`src/hw/mavm_pkg.sv`:
```
// Shared constants and types of the memory access violation monitor
package mavm_pkg;

  // One flat 16MB space shared by all masters
  localparam int MAVM_ADDR_W = 24;
  typedef logic [MAVM_ADDR_W-1:0] mavm_addr_t;

  typedef enum logic [3:0] {
    MAVM_ACC_NONE = 4'h0,
    MAVM_ACC_OPCODE = 4'h1,
    MAVM_ACC_VECTOR = 4'h2,
    MAVM_ACC_LOAD = 4'h3,
    MAVM_ACC_STORE = 4'h4
  } mavm_acc_e;

  // Master indices, also decoder parameter
  localparam logic [1:0] MAVM_M_CPU = 2'h0;
  localparam logic [1:0] MAVM_M_ADC = 2'h1;
  localparam logic [1:0] MAVM_M_DBG = 2'h2;

  // Error code fields
  localparam logic [3:0] MAVM_ITR_CPU = 4'h1;
  localparam logic [3:0] MAVM_ITR_ADC = 4'h3;
  localparam logic [3:0] MAVM_TGT_NONE = 4'h0;
  localparam logic [3:0] MAVM_TGT_REG = 4'h1;
  localparam logic [3:0] MAVM_TGT_RAM = 4'h2;
  localparam logic [3:0] MAVM_TGT_DFLASH = 4'h3;
  localparam logic [3:0] MAVM_TGT_PFLASH = 4'h4;
  localparam logic [3:0] MAVM_TGT_IFR = 4'h5;
  localparam logic [3:0] MAVM_ERR_ILLEGAL = 4'h1;
  localparam logic [3:0] MAVM_ERR_ECC = 4'h2;
  localparam int MAVM_ITR_POS = 12;
  localparam int MAVM_TGT_POS = 8;
  localparam int MAVM_ACCF_POS = 4;
  localparam int MAVM_ERRF_POS = 0;

  // Region bounds, inclusive
  localparam mavm_addr_t MAVM_REG_LO = 24'h000000;
  localparam mavm_addr_t MAVM_REG_HI = 24'h000FFF;
  localparam mavm_addr_t MAVM_RAM_LO = 24'h001000;
  localparam mavm_addr_t MAVM_RAM_HI = 24'h002FFF;
  localparam mavm_addr_t MAVM_DF_LO = 24'h100000;
  localparam mavm_addr_t MAVM_DF_HI = 24'h1007FF;
  localparam mavm_addr_t MAVM_IFR_LO = 24'h1F0000;
  localparam mavm_addr_t MAVM_IFR_HI = 24'h1F7FFF;
  localparam mavm_addr_t MAVM_RSVRO_LO = 24'h1F8000;
  localparam mavm_addr_t MAVM_RSVRO_HI = 24'h1FFFFF;
  localparam mavm_addr_t MAVM_RSV_LO = 24'h200000;
  localparam mavm_addr_t MAVM_RSV_HI = 24'h3FFFFF;
  localparam mavm_addr_t MAVM_PF_LO = 24'hFC0000;
  localparam mavm_addr_t MAVM_PF_HI = 24'hFFFFFF;

  // Register offsets
  localparam logic [3:0] MAVM_OFS_ECH = 4'h0;
  localparam logic [3:0] MAVM_OFS_ECL = 4'h1;
  localparam logic [3:0] MAVM_OFS_CCRH = 4'h2;
  localparam logic [3:0] MAVM_OFS_CCRL = 4'h3;
  localparam logic [3:0] MAVM_OFS_MODE = 4'h4;
  localparam logic [3:0] MAVM_OFS_PCH = 4'h5;
  localparam logic [3:0] MAVM_OFS_PCM = 4'h6;
  localparam logic [3:0] MAVM_OFS_PCL = 4'h7;
  localparam int MAVM_MODE_BIT = 7;
  localparam logic [7:0] MAVM_CLEAR_BYTE = 8'hFF;

  // Reset values
  localparam logic [15:0] MAVM_EC_RST = 16'h0000;
  localparam logic [15:0] MAVM_CCR_RST = 16'h0000;
  localparam mavm_addr_t MAVM_PC_RST = 24'h000000;
  localparam logic [7:0] MAVM_RD_RST = 8'h00;

  typedef struct packed {
    logic valid;
    mavm_acc_e acc;
    mavm_addr_t addr;
    logic eccFault;
  } mavm_access_s;

  typedef struct packed {
    logic legal;
    logic [3:0] target;
  } mavm_verdict_s;

  typedef struct packed {
    logic [3:0] addr;
    logic [7:0] wdata;
    logic wr;
    logic rd;
  } mavm_regbus_s;

endpackage : mavm_pkg

```
`src/hw/mavm_monitor.sv`:
```
// Access violation monitor: classification, reporting, capture registers
`timescale 1ns/1ps
`default_nettype none
// Behaviour
// - Capture 24-bit PC into read-only bytes
// - Captured PC is the processor's executing instruction's, on converter faults too
// - PC undefined after error code cleared
// - One 16MB space for three masters
// - Converter, fetch, unmapped illegal per region
// - Flash, info row, read-only writes illegal
// - CPU reserved write only in special mode
// - Flash collision during command is illegal
// - CPU illegal access raises machine exception
// - Debug illegal access sets debug flag
// - Converter illegal access raises error interrupt
// - Illegal prefetch still raises machine exception
// - CPU or converter ECC raises exception
// - Debug ECC only sets debug flags
// - Nonzero error code freezes all captures
// - Writing all ones clears error code
// - Initiator and target fields encoded
// - Access and error type fields encoded
module mavm_monitor
  import mavm_pkg::*;
(
  // Clock and control
  input wire logic clk,
  input wire logic reset,
  input wire logic ce,
  // Mode strap and flash state
  input wire logic modeStrap,
  input wire logic nvmBusy,
  // Master accesses
  input wire mavm_access_s cpuAccess,
  input wire mavm_access_s adcAccess,
  input wire mavm_access_s dbgAccess,
  // Processor context of the executing instruction
  input wire mavm_addr_t cpuInstrPc,
  input wire logic [15:0] cpuCcr,
  // Register port
  input wire mavm_regbus_s regBus,
  output logic [7:0] rdData,
  // Access gating
  output logic [2:0] accessBlock,
  // Reports
  output logic cpuMachineException,
  output logic adcErrorIrq,
  output logic debugIllegalAccessFlag,
  output logic debugRamFaultFlag,
  output logic debugReadInvalidFlag,
  output logic specialMode
);

  typedef struct packed {
    logic [15:0] errCode;
    logic [15:0] ccr;
    mavm_addr_t pc;
    logic modeNormal;
    logic modeLoaded;
    logic clrArm;
    logic cpuExc;
    logic adcIrq;
    logic dbgIll;
    logic dbgRamF;
    logic dbgRdInv;
    logic [7:0] rdData;
  } mavm_state_s;

  mavm_state_s st_r, st_nxt;
  mavm_access_s acc [3];
  mavm_verdict_s verd [3];
  logic [2:0] bad;
  logic [2:0] ecc;

  assign acc[0] = cpuAccess;
  assign acc[1] = adcAccess;
  assign acc[2] = dbgAccess;

  // Same map for every master; the converter and the processor each add rules of their own
  for (genvar g = 0; g < 3; g++) begin : g_check
    mavm_region_check #(
      .MASTER(2'(g))
    ) u_check (
      .access(acc[g]),
      .specialMode(specialMode),
      .nvmBusy(nvmBusy),
      .verdict(verd[g])
    );
    assign bad[g] = acc[g].valid & !verd[g].legal;
    assign ecc[g] = acc[g].valid & acc[g].eccFault;
  end

  // Illegal accesses never reach the target
  assign accessBlock = bad;

  // Mode bit low means special single-chip
  assign specialMode = !st_r.modeNormal;

  logic rdSel, wrSel, clearHit, capCpu, capAdc;
  logic [15:0] capCode;

  always_comb begin
    st_nxt = st_r;
    st_nxt.cpuExc = 1'b0;
    st_nxt.adcIrq = 1'b0;
    st_nxt.dbgIll = 1'b0;
    st_nxt.dbgRamF = 1'b0;
    st_nxt.dbgRdInv = 1'b0;
    rdSel = regBus.rd;
    wrSel = regBus.wr;
    clearHit = 1'b0;
    capCode = MAVM_EC_RST;
    // Strap caught once, after reset has been released
    if (!st_r.modeLoaded) begin
      st_nxt.modeNormal = modeStrap;
      st_nxt.modeLoaded = 1'b1;
    end
    st_nxt.cpuExc = bad[0] | ecc[0] | ecc[1];
    st_nxt.adcIrq = bad[1];
    st_nxt.dbgIll = bad[2];
    st_nxt.dbgRamF = ecc[2] & (acc[2].acc == MAVM_ACC_STORE);
    st_nxt.dbgRdInv = ecc[2] & (acc[2].acc != MAVM_ACC_STORE);
    // Processor wins when both fault in one cycle
    capCpu = bad[0] | ecc[0];
    capAdc = !capCpu & (bad[1] | ecc[1]);
    if (capCpu) begin
      capCode[MAVM_ITR_POS +: 4] = MAVM_ITR_CPU;
      capCode[MAVM_TGT_POS +: 4] = verd[0].target;
      capCode[MAVM_ACCF_POS +: 4] = acc[0].acc;
      capCode[MAVM_ERRF_POS +: 4] =
        bad[0] ? MAVM_ERR_ILLEGAL : MAVM_ERR_ECC;
    end else if (capAdc) begin
      capCode[MAVM_ITR_POS +: 4] = MAVM_ITR_ADC;
      capCode[MAVM_TGT_POS +: 4] = verd[1].target;
      capCode[MAVM_ACCF_POS +: 4] = acc[1].acc;
      capCode[MAVM_ERRF_POS +: 4] =
        bad[1] ? MAVM_ERR_ILLEGAL : MAVM_ERR_ECC;
    end
    // Two byte writes of all ones, high byte first, clear the code
    if (wrSel) begin
      st_nxt.clrArm = (regBus.addr == MAVM_OFS_ECH) &&
                      (regBus.wdata == MAVM_CLEAR_BYTE);
      clearHit = st_r.clrArm && (regBus.addr == MAVM_OFS_ECL) &&
                 (regBus.wdata == MAVM_CLEAR_BYTE);
      // Only special to normal is a legal mode change
      if (regBus.addr == MAVM_OFS_MODE && regBus.wdata[MAVM_MODE_BIT]) begin
        st_nxt.modeNormal = 1'b1;
      end
    end
    if (st_r.errCode == MAVM_EC_RST && (capCpu | capAdc)) begin
      // Frozen while nonzero
      // A fault beside a clear of a zero code is kept, not lost
      st_nxt.errCode = capCode;
      st_nxt.pc = cpuInstrPc;
      st_nxt.ccr = cpuCcr;
    end else if (clearHit) begin
      st_nxt.errCode = MAVM_EC_RST;
      // PC and CCR keep stale contents, not meaningful
    end
    // Capture bytes have no write path
    if (rdSel) begin
      unique case (regBus.addr)
        MAVM_OFS_ECH: st_nxt.rdData = st_r.errCode[15:8];
        MAVM_OFS_ECL: st_nxt.rdData = st_r.errCode[7:0];
        MAVM_OFS_CCRH: st_nxt.rdData = st_r.ccr[15:8];
        MAVM_OFS_CCRL: st_nxt.rdData = st_r.ccr[7:0];
        MAVM_OFS_MODE: st_nxt.rdData = {st_r.modeNormal, 7'h00};
        MAVM_OFS_PCH: st_nxt.rdData = st_r.pc[23:16];
        MAVM_OFS_PCM: st_nxt.rdData = st_r.pc[15:8];
        MAVM_OFS_PCL: st_nxt.rdData = st_r.pc[7:0];
        default: st_nxt.rdData = MAVM_RD_RST;
      endcase
    end else begin
      st_nxt.rdData = MAVM_RD_RST;
    end
  end

  always_ff @(posedge clk) begin
    if (reset) begin
      st_r.errCode <= MAVM_EC_RST;
      st_r.ccr <= MAVM_CCR_RST;
      st_r.pc <= MAVM_PC_RST;
      st_r.modeNormal <= 1'b1;
      st_r.modeLoaded <= 1'b0;
      st_r.clrArm <= 1'b0;
      st_r.cpuExc <= 1'b0;
      st_r.adcIrq <= 1'b0;
      st_r.dbgIll <= 1'b0;
      st_r.dbgRamF <= 1'b0;
      st_r.dbgRdInv <= 1'b0;
      st_r.rdData <= MAVM_RD_RST;
    end else if (ce) begin
      st_r <= st_nxt;
    end
  end

  assign rdData = st_r.rdData;
  assign cpuMachineException = st_r.cpuExc;
  assign adcErrorIrq = st_r.adcIrq;
  assign debugIllegalAccessFlag = st_r.dbgIll;
  assign debugRamFaultFlag = st_r.dbgRamF;
  assign debugReadInvalidFlag = st_r.dbgRdInv;
endmodule : mavm_monitor
`default_nettype wire

```
`src/hw/mavm_region_check.sv`:
```
// Per-master legality check of one access against the global map
`timescale 1ns/1ps
`default_nettype none
module mavm_region_check
  import mavm_pkg::*;
#(
  parameter logic [1:0] MASTER = MAVM_M_CPU
) (
  // Access and context
  input wire mavm_access_s access,
  input wire logic specialMode,
  input wire logic nvmBusy,
  // Result
  output mavm_verdict_s verdict
);

  function automatic logic inside_range(mavm_addr_t a, mavm_addr_t lo,
                                        mavm_addr_t hi);
    inside_range = (a >= lo) && (a <= hi);
  endfunction : inside_range

  logic isReg, isRam, isDf, isIfr, isRsvRo, isRsv, isPf, isMapped;
  logic isWrite, isExec, isAdc, isCpu, bad;

  always_comb begin
    isReg = inside_range(access.addr, MAVM_REG_LO, MAVM_REG_HI);
    isRam = inside_range(access.addr, MAVM_RAM_LO, MAVM_RAM_HI);
    isDf = inside_range(access.addr, MAVM_DF_LO, MAVM_DF_HI);
    isIfr = inside_range(access.addr, MAVM_IFR_LO, MAVM_IFR_HI);
    isRsvRo = inside_range(access.addr, MAVM_RSVRO_LO, MAVM_RSVRO_HI);
    isRsv = inside_range(access.addr, MAVM_RSV_LO, MAVM_RSV_HI);
    isPf = inside_range(access.addr, MAVM_PF_LO, MAVM_PF_HI);
    isMapped = isReg | isRam | isDf | isIfr | isRsvRo | isRsv | isPf;
    isWrite = access.acc == MAVM_ACC_STORE;
    // Prefetches count like executed fetches
    isExec = access.acc == MAVM_ACC_OPCODE;
    isAdc = MASTER == MAVM_M_ADC;
    isCpu = MASTER == MAVM_M_CPU;
    bad = !isMapped;
    bad |= isAdc & (isReg | isRsv | isRsvRo | isIfr);
    bad |= isExec & !(isRam | isDf | isPf);
    bad |= isWrite & (isDf | isIfr | isPf | isRsvRo);
    bad |= isCpu & isWrite & isRsv & !specialMode;
    // Any flash access during a command counts as a collision
    bad |= nvmBusy & (isDf | isPf | isIfr);
    verdict.legal = !bad;
    verdict.target = isReg ? MAVM_TGT_REG :
                     isRam ? MAVM_TGT_RAM :
                     isDf ? MAVM_TGT_DFLASH :
                     isPf ? MAVM_TGT_PFLASH :
                     isIfr ? MAVM_TGT_IFR : MAVM_TGT_NONE;
  end

endmodule : mavm_region_check
`default_nettype wire

```
`config.mk`:
```
export PLATFORM = sky130hd
export DESIGN_NAME = mavm_monitor
export DESIGN_NICKNAME = d
export VERILOG_FILES = /design/src/hw/mavm_pkg.sv /design/src/hw/mavm_monitor.sv /design/src/hw/mavm_region_check.sv
export SDC_FILE = /design/constraint.sdc
export NUM_CORES = 1
export LEC_CHECK = 0
export ABC_AREA = 1
export BUFFER_PORTS_ARGS = -buffer_cell sky130_fd_sc_hd__buf_2
export CAP_MARGIN = 20
export CORE_ASPECT_RATIO = 0.8
export CORE_MARGIN = 2
export CORE_UTILIZATION = 38
export CTS_CLUSTER_SIZE = 40
export DETAILED_ROUTE_END_ITERATION = 12
export GPL_ROUTABILITY_DRIVEN = 0
export PLACE_DENSITY = 0.69
export SLEW_MARGIN = 30
export SYNTH_ARGS = -nofsm -noshare
export SYNTH_HDL_FRONTEND = slang
export SYNTH_SLANG_ARGS = --single-unit
```
`constraint.sdc`:
```
create_clock -name clk -period 1.78 [get_ports clk]
set_input_delay 0 -clock clk [delete_from_list [all_inputs] [get_ports clk]]
set_output_delay 0 -clock clk [all_outputs]
set_load 0.05 [all_outputs]
```
==> flow_summary.ini, run 1 <==
[status]
status = completed

[synthesis]
netlist.top_cell.by_area = dfxtp_1
postSynth.asyncResetShare_pct = 0
synth_seq_cells = 67
yosys_warnings = 0
synthCells = 619
synth_top_area_share_pct = 31.67
synth-edff-count = 0
syn_nets = 768
yosys-top-cells-area = dfxtp_1, nand2_1, nand3_2
synth_ff_type = dfxtp_1
ys_seq_area_share_pct = 31.67
synth_area_sq_um = 4235
synth_cell_types = 38
avgSynthCellArea_sq_um = 6.842

[timing]
period_share_pct = 98.32
tightest_slew_ns = 0.5344
report.final.setup_viol = 0
slew_violations = 0
rsz0062_at_grt = true
skew_ns = 0.007181
setup_slack_ns = 0.02990
layout_min_cycle_time_ns = 1.750
clock.fmax_mhz = 571.4
hold_viol = 0
relSlewSlack_pct = 64.26

[detailed_routing]
routed_wl_um = 12820
first_iter_violations = 398
vias = 4676
route.met2.wl_um = 5752
routed.top_layer = met4
wl_met3_um = 866
via_per_inst = 4.964
drt_pass1_iterations = 5
met1_length_um = 5961
wl_per_cell_um = 13.61
route.detailed.drc = 0
ant_nets = 0

[worst_setup_path]
cp_slowest_cell = dfxtp_2
crit_chain = nor4_4 -> nand3_2 -> nor4_4 -> nand3_4 -> buf_12 -> nand3_1 -> nand2_1 -> nor2_1
reg2reg_from = st_r[61]$_SDFFE_PP0P_
arrival_ns = 2.02
start_kind = flip-flop
critPathBufInv = 1
worstSetupPathType = flip-flop to flip-flop
crit_path_end_kind = flip-flop
worst_path_most_repeated_cell = nor4_4
cp_top_family = simple AND/OR/NAND/NOR gates
crit_path_max_incr_delay_ns = 0.33
crit_start = st_r[61]$_SDFFE_PP0P_
worstPathRequired_ns = 2.05
path_max_fanout = 8

[cells_and_area]
drive_above_1_share_pct = 33.46
final_util_pct = 54.83
fillers = 1039
final_net_count = 942
insertedDiodeCount = 0
syn2layout_area_growth_pct = 40.44

[die]
die_h_um = 98.43
core_sq_um = 10850
initial_core_util_pct = 39.04
io_pins = 166
core.rowCount = 34
fp.dieW_um = 122.0
die_area_sq_um = 12010

[global_route]
first_global_vias = 4343
grt_overflow = 0
grt.total_usage_pct = 20.92
grt_first_pass_wirelength_um = 20180
grt_max_degree = 47
antenna_found_initial = 0

[power]
leakagePower_uw = 0.002755
power.density_nw_per_um2 = 1315
finalPower_uw = 7823
vdd_drop_max_mv = 0.7334

[clock_network]
htree_num_levels = 3
clock_path_buffers = 2
cts_tree = done
clock_latency_ns = 0.33
cts_root_buffer = clkbuf_16
cts.clk_slew.worst_paths_ns = 0.05
cts_buffers = 9
numClockSinks = 67

[job]
drv_cap = 0

[placed_design]
numPortBuffers = 132
dp_hpwl_um = 8912
place_ws_ns = -0.03866

[min_path]
min_from = dbgAccess[28]
min_path_type = input port to flip-flop
==> sequential cells by signal, summed over array words and instances (netlist names) <==
signal	cells
adcErrorIrq	1
cpuMachineException	1
debugIllegalAccessFlag	1
debugRamFaultFlag	1
debugReadInvalidFlag	1
rdData	8
st_r	54
==> report_power, final <==
group	leakage [uW]	switching, uW	internal, uW
logic	0.00205	2120	1660
registers	0.000546	245	1860
clock network	0.000155	682	1260
total	0.00275	3040	4780
==> cells in the final DEF, fill, tap and decap left out, types with 2 or more instances in the layout <==
master           n
buf_4           14
a32o_1           3
o22ai_1          2
buf_12           4
nand4_1         24
inv_2            2
clkinv_4         2
nand3_1         35
nand2_1        185
bufinv_16        2
buf_2          131
nor4_1           2
clkinvlp_4       2
nand3b_1         2
nor2_2           7
nand3_2         36
nor4_4           2
a21oi_2         30
dlygate4sd3_1   44
nor3_1           6
a21oi_1         27
inv_1           64
clkbuf_16       12
a31oi_1          2
nand3_4          2
or2_2            3
o21ai_0         11
nand2_2          7
nor2_1          47
dfxtp_2          2
dfxtp_1         65
a221oi_1         6
==> worst paths after layout <==
| check | slack [ns] | end | cells after the start |
|---|---|---|---|
| setup / recovery | 0.03 | st_r[65]$_SDFFE_PP0P_ | 8 |
| hold / removal | 0.01 | debugRamFaultFlag$_SDFFE_PP0P_ | 4 |
| setup reg to reg | 0.03 | st_r[65]$_SDFFE_PP0P_ | 8 |
| hold reg to reg | 0.46 | debugRamFaultFlag$_SDFFE_PP0P_ | 2 |
==> layer usage <==
layer	track usage [%]	up-vias
met4	6.012	0
met1	28.81	2110
li1	-	2376
met2	33.73	169
met3	3.530	21
met5	0	-
==> per-stage QoR <==
stage	TNS [ns]	cell area (sq um)	hold WS, ns	cells
finish	0	5948	0.009631	942
global route	-0.4259	5948	0.01843	942
CTS	0	5803	0.004560	938
detailed placement	-0.2719	5026	0.2418	878
global placement	-0.001289	5026	0.2383	878
floorplan	0	4235	0.1371	619
==> repair_timing <==
action | 4_1_cts | 5_1_grt
gates cloned | 0 | 3
buffers inserted | 0 | 1
hold buffers | 44 | 0
resized for setup | 2 | 16
endpoints found under the setup margin | 18 | 52
endpoints found under the hold margin | 43 | 0
pin swaps | 1 | 3
==> logic make-up (layout without fill, tap and decap cells) <==
kind of cell | Yosys count | after routing | synth area share, %
AND/OR/NAND/NOR | 363 | 363 | 42.48
buffers and inverters | 103 | 282 | 11.67
AO/OA/AOI/OAI | 86 | 86 | 14.18
flip-flops | 67 | 67 | 31.67
==> synth_stat cells, types with 2 or more instances <==
master / instances
nand2_2: 4
clkbuf_1: 9
a221oi_1: 6
a21oi_1: 27
nand2_1: 188
nand4_1: 24
or2_2: 3
o22ai_1: 2
nand3b_1: 2
nand3_2: 34
nor2_2: 7
buf_4: 10
a31oi_1: 2
nor4_1: 3
buf_1: 2
nand3_1: 38
dfxtp_1: 67
a32o_1: 3
inv_2: 3
nor3_1: 7
buf_2: 11
o21ai_0: 11
buf_12: 3
nor2_1: 47
inv_1: 64
a21oi_2: 30
==> worst reg2reg max path, cell delays in order, from the launching register on <==
cell	delay, ns
dfxtp_2	0.33
nor4_4	0.29
nand3_2	0.12
nor4_4	0.26
nand3_4	0.22
buf_12	0.20
nand3_1	0.06
nand2_1	0.09
nor2_1	0.12
==> cell type report <==
| cell class | count | area (sq um) | share of cell area [%] |
|---|---|---|---|
| multi-input combinational | 449 | 2450 | 41.19 |
| clock inverter | 6 | 88.84 | 1.493 |
| inverter | 67 | 256.5 | 4.312 |
| sequential | 67 | 1344 | 22.59 |
| clock buffer | 10 | 239.0 | 4.018 |
| timing repair buffer | 199 | 1390 | 23.37 |
| tap | 144 | 180.2 | 3.029 |
Power figures use the tool's default switching activity.
==> run 2: changes to the inputs <==
clock period = 2.02 ns   (was 1.78 ns; I/O delays follow)
==> flow_summary.ini, run 2 (same netlist as run 1, synthesis figures left out) <==
[global_route]
grt.total_usage_pct = 20.70
grt_first_pass_wirelength_um = 19870
antenna_found_initial = 0
grt_max_degree = 45
first_global_vias = 4199
grt_overflow = 0

[power]
p_clk_share_pct = 24.9
intPower_uw = 4423
switching_power_uw = 2798
combPwrFrac_pct = 49.5
vdd_drop_max_mv = 0.6800
seqPwrFrac_pct = 25.7
power.density_nw_per_um2 = 1214
switching_share_pct = 38.75
leakagePower_uw = 0.002745

[worst_setup_path]
cp_slowest_cell = dfxtp_2
reg2reg_from = st_r[64]$_SDFFE_PP0P_
arrival_ns = 2.23
crit_path_end_kind = flip-flop
start_kind = flip-flop
crit_start = st_r[64]$_SDFFE_PP0P_
crit_path_max_incr_delay_ns = 0.33
worstSetupPathType = flip-flop to flip-flop
crit_chain = nor4_4 -> nand3_2 -> nor4_4 -> buf_6 -> nand3_4 -> clkbuf_16 -> nand3_1 -> nand2_1 -> nor2_1
path_max_fanout = 6
worst-r2r-setup-slack_ns = 0.06
worstPathRequired_ns = 2.29
worst_path_most_repeated_cell = nor4_4

[clock_network]
cts_root_buffer = clkbuf_16
clock_latency_ns = 0.33
cts.clk_slew.worst_paths_ns = 0.05
clock_path_buffers = 2
numClockSinks = 67
htree_num_levels = 3
cts_buffers = 9
cts_tree = done

[detailed_routing]
ant_nets = 0
wl_per_cell_um = 14.18
vias = 4691
first_iter_violations = 381
drt_pass1_iterations = 6
route.detailed.drc = 0
via_per_inst = 5.006
routed_wl_um = 13290

[cells_and_area]
multi_input_area_sq_um = 2466
layout_common_cells = nand2_1, buf_2, dfxtp_1
reg_top3 = st_r x54, rdData x8
fillers = 1030
syn2layout_area_growth_pct = 40.47
final_util_pct = 54.84
insertedDiodeCount = 0
regArea_sq_um = 1343
drive_above_1_share_pct = 32.41
stdcell_area_sq_um = 5949
final_net_count = 938
fin_cells = 937
largest_reg_flops = 54
largest_register = st_r
mostFrequentLayoutCell = nand2_1

[placed_design]
place_area_sq_um = 4926
numPortBuffers = 132
dp_hpwl_um = 8749
post-place-cells = 868
place_ws_ns = 0.1296

[timing]
slew_violations = 0
report.final.setup_viol = 0
period_share_pct = 96.97
skew_ns = 0.007541
hold_viol = 0
setup_slack_ns = 0.06117
tightest_slew_ns = 0.6484
hold_ws_ns = 0.01095
relSlewSlack_pct = 56.62
clock.fmax_mhz = 510.5
layout_min_cycle_time_ns = 1.959

[die]
io_pins = 166
core.rowCount = 34
fp.dieW_um = 122.0
core_sq_um = 10850
initial_core_util_pct = 39.04
die_h_um = 98.43
die_area_sq_um = 12010

[status]
status = completed

[min_path]
min_path_type = input port to flip-flop
min_from = dbgAccess[28]

[job]
drv_cap = 0
-- run 2: area by class of cell --
type,instances,area share [%]
multi-input combinational,451,41.45
timing repair buffer,193,22.97
sequential,67,22.57
inverter,67,4.269
clock buffer,9,3.785
tap,144,3.028
clock inverter,6,1.935
-- run 2: stage by stage --
step	total power, uW	setup TNS (ns)
after floorplan	4053	0
after global placement	4366	0
after detailed placement	4392	0
after CTS	6261	0
after global routing	7632	-0.1246
final	7221	0
-- run 2: routing by layer --
layer  wire, um  GRT usage, %  share of wire (%)  up-vias
li1           -             -                  -     2371
met1       6020         29.15                 45     2098
met2       5954         32.23                 45      193
met3       1019         3.993                7.7       29
met4        293         6.012                2.2        0
met5          0             0                  0        -
-- run 2: power by group through the flow --
stage | sequential, uW | clock, uW | combinational, uW
after floorplan | 1800 | 0 | 2250
after global placement | 1840 | 0 | 2530
after detailed placement | 1840 | 0 | 2550
after CTS | 1820 | 1810 | 2630
after global routing | 1880 | 1870 | 3890
final | 1850 | 1800 | 3570
-- run 2: repair_timing --
| action | CTS | global route |
|---|---|---|
| setup buffers | 0 | 1 |
| resized for setup | 0 | 16 |
| hold buffers | 45 | 0 |
| hold endpoints to repair | 43 | 0 |
| setup endpoints to repair | 0 | 28 |
-- run 2: worst paths after layout --
path,end,depth (start not counted)
min,debugRamFaultFlag$_SDFFE_PP0P_,4
max reg2reg,st_r[65]$_SDFFE_PP0P_,9
min reg2reg,rdData[6]$_SDFFE_PP0P_,2
max,st_r[65]$_SDFFE_PP0P_,9
-- run 2: critical path, delay by kind of cell (launching register included) --
kind / cells / cell delay, ns
AND/OR/NAND/NOR: 7 / 1.15
flip-flops: 1 / 0.33
buffers and inverters: 2 / 0.42
==> run 3: changes to the inputs <==
ABC_AREA = 0   (was 1)
PLACE_DENSITY = 0.71   (was 0.69)
==> flow_summary.ini, run 3 <==
[status]
status = completed

[synthesis]
netlist.top_cell.by_area = dfxtp_1
synth_seq_cells = 67
synth_commonest_cells = nand2_1, dfxtp_1, a21oi_1
avgSynthCellArea_sq_um = 7.698
post-synth-top-count-cell = nand2_1
ys_seq_area_share_pct = 35.92
synth_area_sq_um = 3734
synth_ff_type = dfxtp_1
synthCells = 485
synth_top_area_share_pct = 35.92
syn_nets = 634
synth_cell_types = 63
synth-edff-count = 0
yosys_warnings = 0
yosys-top-cells-area = dfxtp_1, nand2_1, a21oi_1
postSynth.asyncResetShare_pct = 0

[placed_design]
numPortBuffers = 132
place_area_sq_um = 4710
dp_hpwl_um = 8350

[power]
intPower_uw = 3134
seqPwrFrac_pct = 35.1
p_clk_share_pct = 34.3
power.density_nw_per_um2 = 804.9
vdd_drop_max_mv = 0.4147
switching_power_uw = 1419
leakagePower_uw = 0.002356
combPwrFrac_pct = 30.6
switching_share_pct = 31.17

[timing]
period_share_pct = 99.89
tns_ns = 0
tightest_slew_ns = 0.5480
clock.fmax_mhz = 495.6
layout_min_cycle_time_ns = 2.018
relSlewSlack_pct = 63.47
slew_violations = 0
hold_ws_ns = 0.003837
skew_ns = 0.008709
report.final.setup_viol = 0
hold_viol = 0

[detailed_routing]
ant_nets = 0
drt_pass1_iterations = 5
vias = 4436
routed_wl_um = 12820
route.detailed.drc = 0
first_iter_violations = 352
wl_per_cell_um = 15.87
via_per_inst = 5.490

[worst_setup_path]
worst_path_most_repeated_cell = nand2_1
worstSetupPathType = flip-flop to flip-flop
crit_chain = nor4_2 -> nand3_1 -> nor2_2 -> buf_4 -> nand2_1 -> o211ai_4 -> buf_12 -> clkbuf_16 -> nand2_1 -> a21oi_1
worstPathRequired_ns = 2.27
cp_slowest_cell = dfxtp_1
crit_path_max_incr_delay_ns = 0.33
crit_path_end_kind = flip-flop
arrival_ns = 2.27
path_max_fanout = 21
start_kind = flip-flop

[cells_and_area]
largest_reg_flops = 54
insertedDiodeCount = 0
stdcell_area_sq_um = 5655
syn2layout_area_growth_pct = 51.47
drive_above_1_share_pct = 32.66
final_net_count = 833
layout_common_cells = buf_2, nand2_1, dfxtp_1
mostFrequentLayoutCell = buf_2
reg_top3 = st_r x54, rdData x8
largest_register = st_r

[die]
initial_core_util_pct = 38.85
core.rowCount = 32
core_sq_um = 9609
fp.dieW_um = 114.8
die_h_um = 92.66
die_area_sq_um = 10640
io_pins = 166

[global_route]
first_global_vias = 4019
antenna_found_initial = 0
grt_overflow = 0
grt.total_usage_pct = 22.24
grt_max_degree = 54
grt_first_pass_wirelength_um = 19060

[clock_network]
htree_num_levels = 3
cts_tree = done
numClockSinks = 67
cts_buffers = 9
cts.clk_slew.worst_paths_ns = 0.06
clock_path_buffers = 2
clock_latency_ns = 0.33
cts_root_buffer = clkbuf_16

[job]
drv_cap = 0

[min_path]
min_path_type = input port to flip-flop
-- run 3: cell count changes in the layout (fill, tap and decap cells not counted), sizes merged, moves of 6 or more --
cell	delta
nand3	-54
nor3	+6
a22oi	+6
buf	+30
nand4	-20
nor2	-13
nand2	-92
mux2i	+12
inv	-58
mux2	+11
-- run 3: worst max-delay path, delay by kind of cell, from the launching register on --
family / cells / cell delay, ns
AOI/OAI and AO/OA: 2 / 0.36
buffers and inverters: 3 / 0.51
and+or+nand+nor: 5 / 0.73
DFF: 1 / 0.33
-- run 3: cell families (layout without fill, tap and decap cells) --
group / after synthesis / count (layout) / synth area share, %
compound gates: 122 / 122 / 21.41
buf+inv: 43 / 247 / 5.965
flops: 67 / 67 / 35.93
simple gates: 227 / 227 / 28.72
mux: 25 / 25 / 7.741
xor+xnor: 1 / 1 / 0.2346
-- run 3: path summary, 6_finish.rpt --
| check | start | endpoint | slack [ns] | depth (start not counted) |
|---|---|---|---|---|
| max | st_r[60]$_SDFFE_PP0P_ | st_r[24]$_SDFFE_PP0P_ | 0.002 | 10 |
| min reg2reg | st_r[18]$_SDFFE_PP0P_ | st_r[18]$_SDFFE_PP0P_ | 0.45 | 2 |
| min | dbgAccess[29] | debugRamFaultFlag$_SDFFE_PP0P_ | 0.004 | 3 |
| max reg2reg | st_r[60]$_SDFFE_PP0P_ | st_r[24]$_SDFFE_PP0P_ | 0.002 | 10 |
-- run 3: through the flow --
stage | utilization (%) | cells | total power, uW | setup slack [ns]
detailed placement | 49.01 | 740 | 2705 | -0.2642
global route | 58.85 | 808 | 4749 | -0.05155
CTS | 57.14 | 804 | 4338 | 0.08105
global placement | 49.01 | 740 | 2677 | -0.1822
finish | 58.85 | 808 | 4552 | 0.002305
floorplan | - | 485 | 2249 | 0.001581
-- run 3: routing by layer --
metal  track usage [%]  share of wire (%)  vias up
met3             3.992                7.2       24
met2             36.09                 46      188
met5                 0                  0        -
met4             5.723                1.7        0
li1                  -                  -     2132
met1             30.58                 45     2092
-- run 3: power by group through the flow --
stage          Combinational (uW)  Sequential (uW)  Clock (uW)
6_report                     1390             1600        1560
5_1_grt                      1500             1610        1640
4_1_cts                      1170             1580        1580
3_5_place_dp                 1090             1610           0
3_3_place_gp                 1070             1610           0
2_1_floorplan                 655             1590           0
-- run 3: cell type report --
cell class                      count  area, sq um
Clock buffer                        9        225.2
Clock inverter                      7        75.07
Fill cell                         793         3954
Inverter                            7        26.28
Multi-Input combinational cell    375         2240
Sequential cell                    67         1341
Tap cell                          119        148.9
Timing Repair Buffer              224         1599
-- run 3: timing repair --
item	4_1_cts	5_1_grt
buffers inserted	0	1
hold buffers	48	0
endpoints found under the setup margin	0	49
endpoints found under the hold margin	48	0
gates resized for setup	0	14
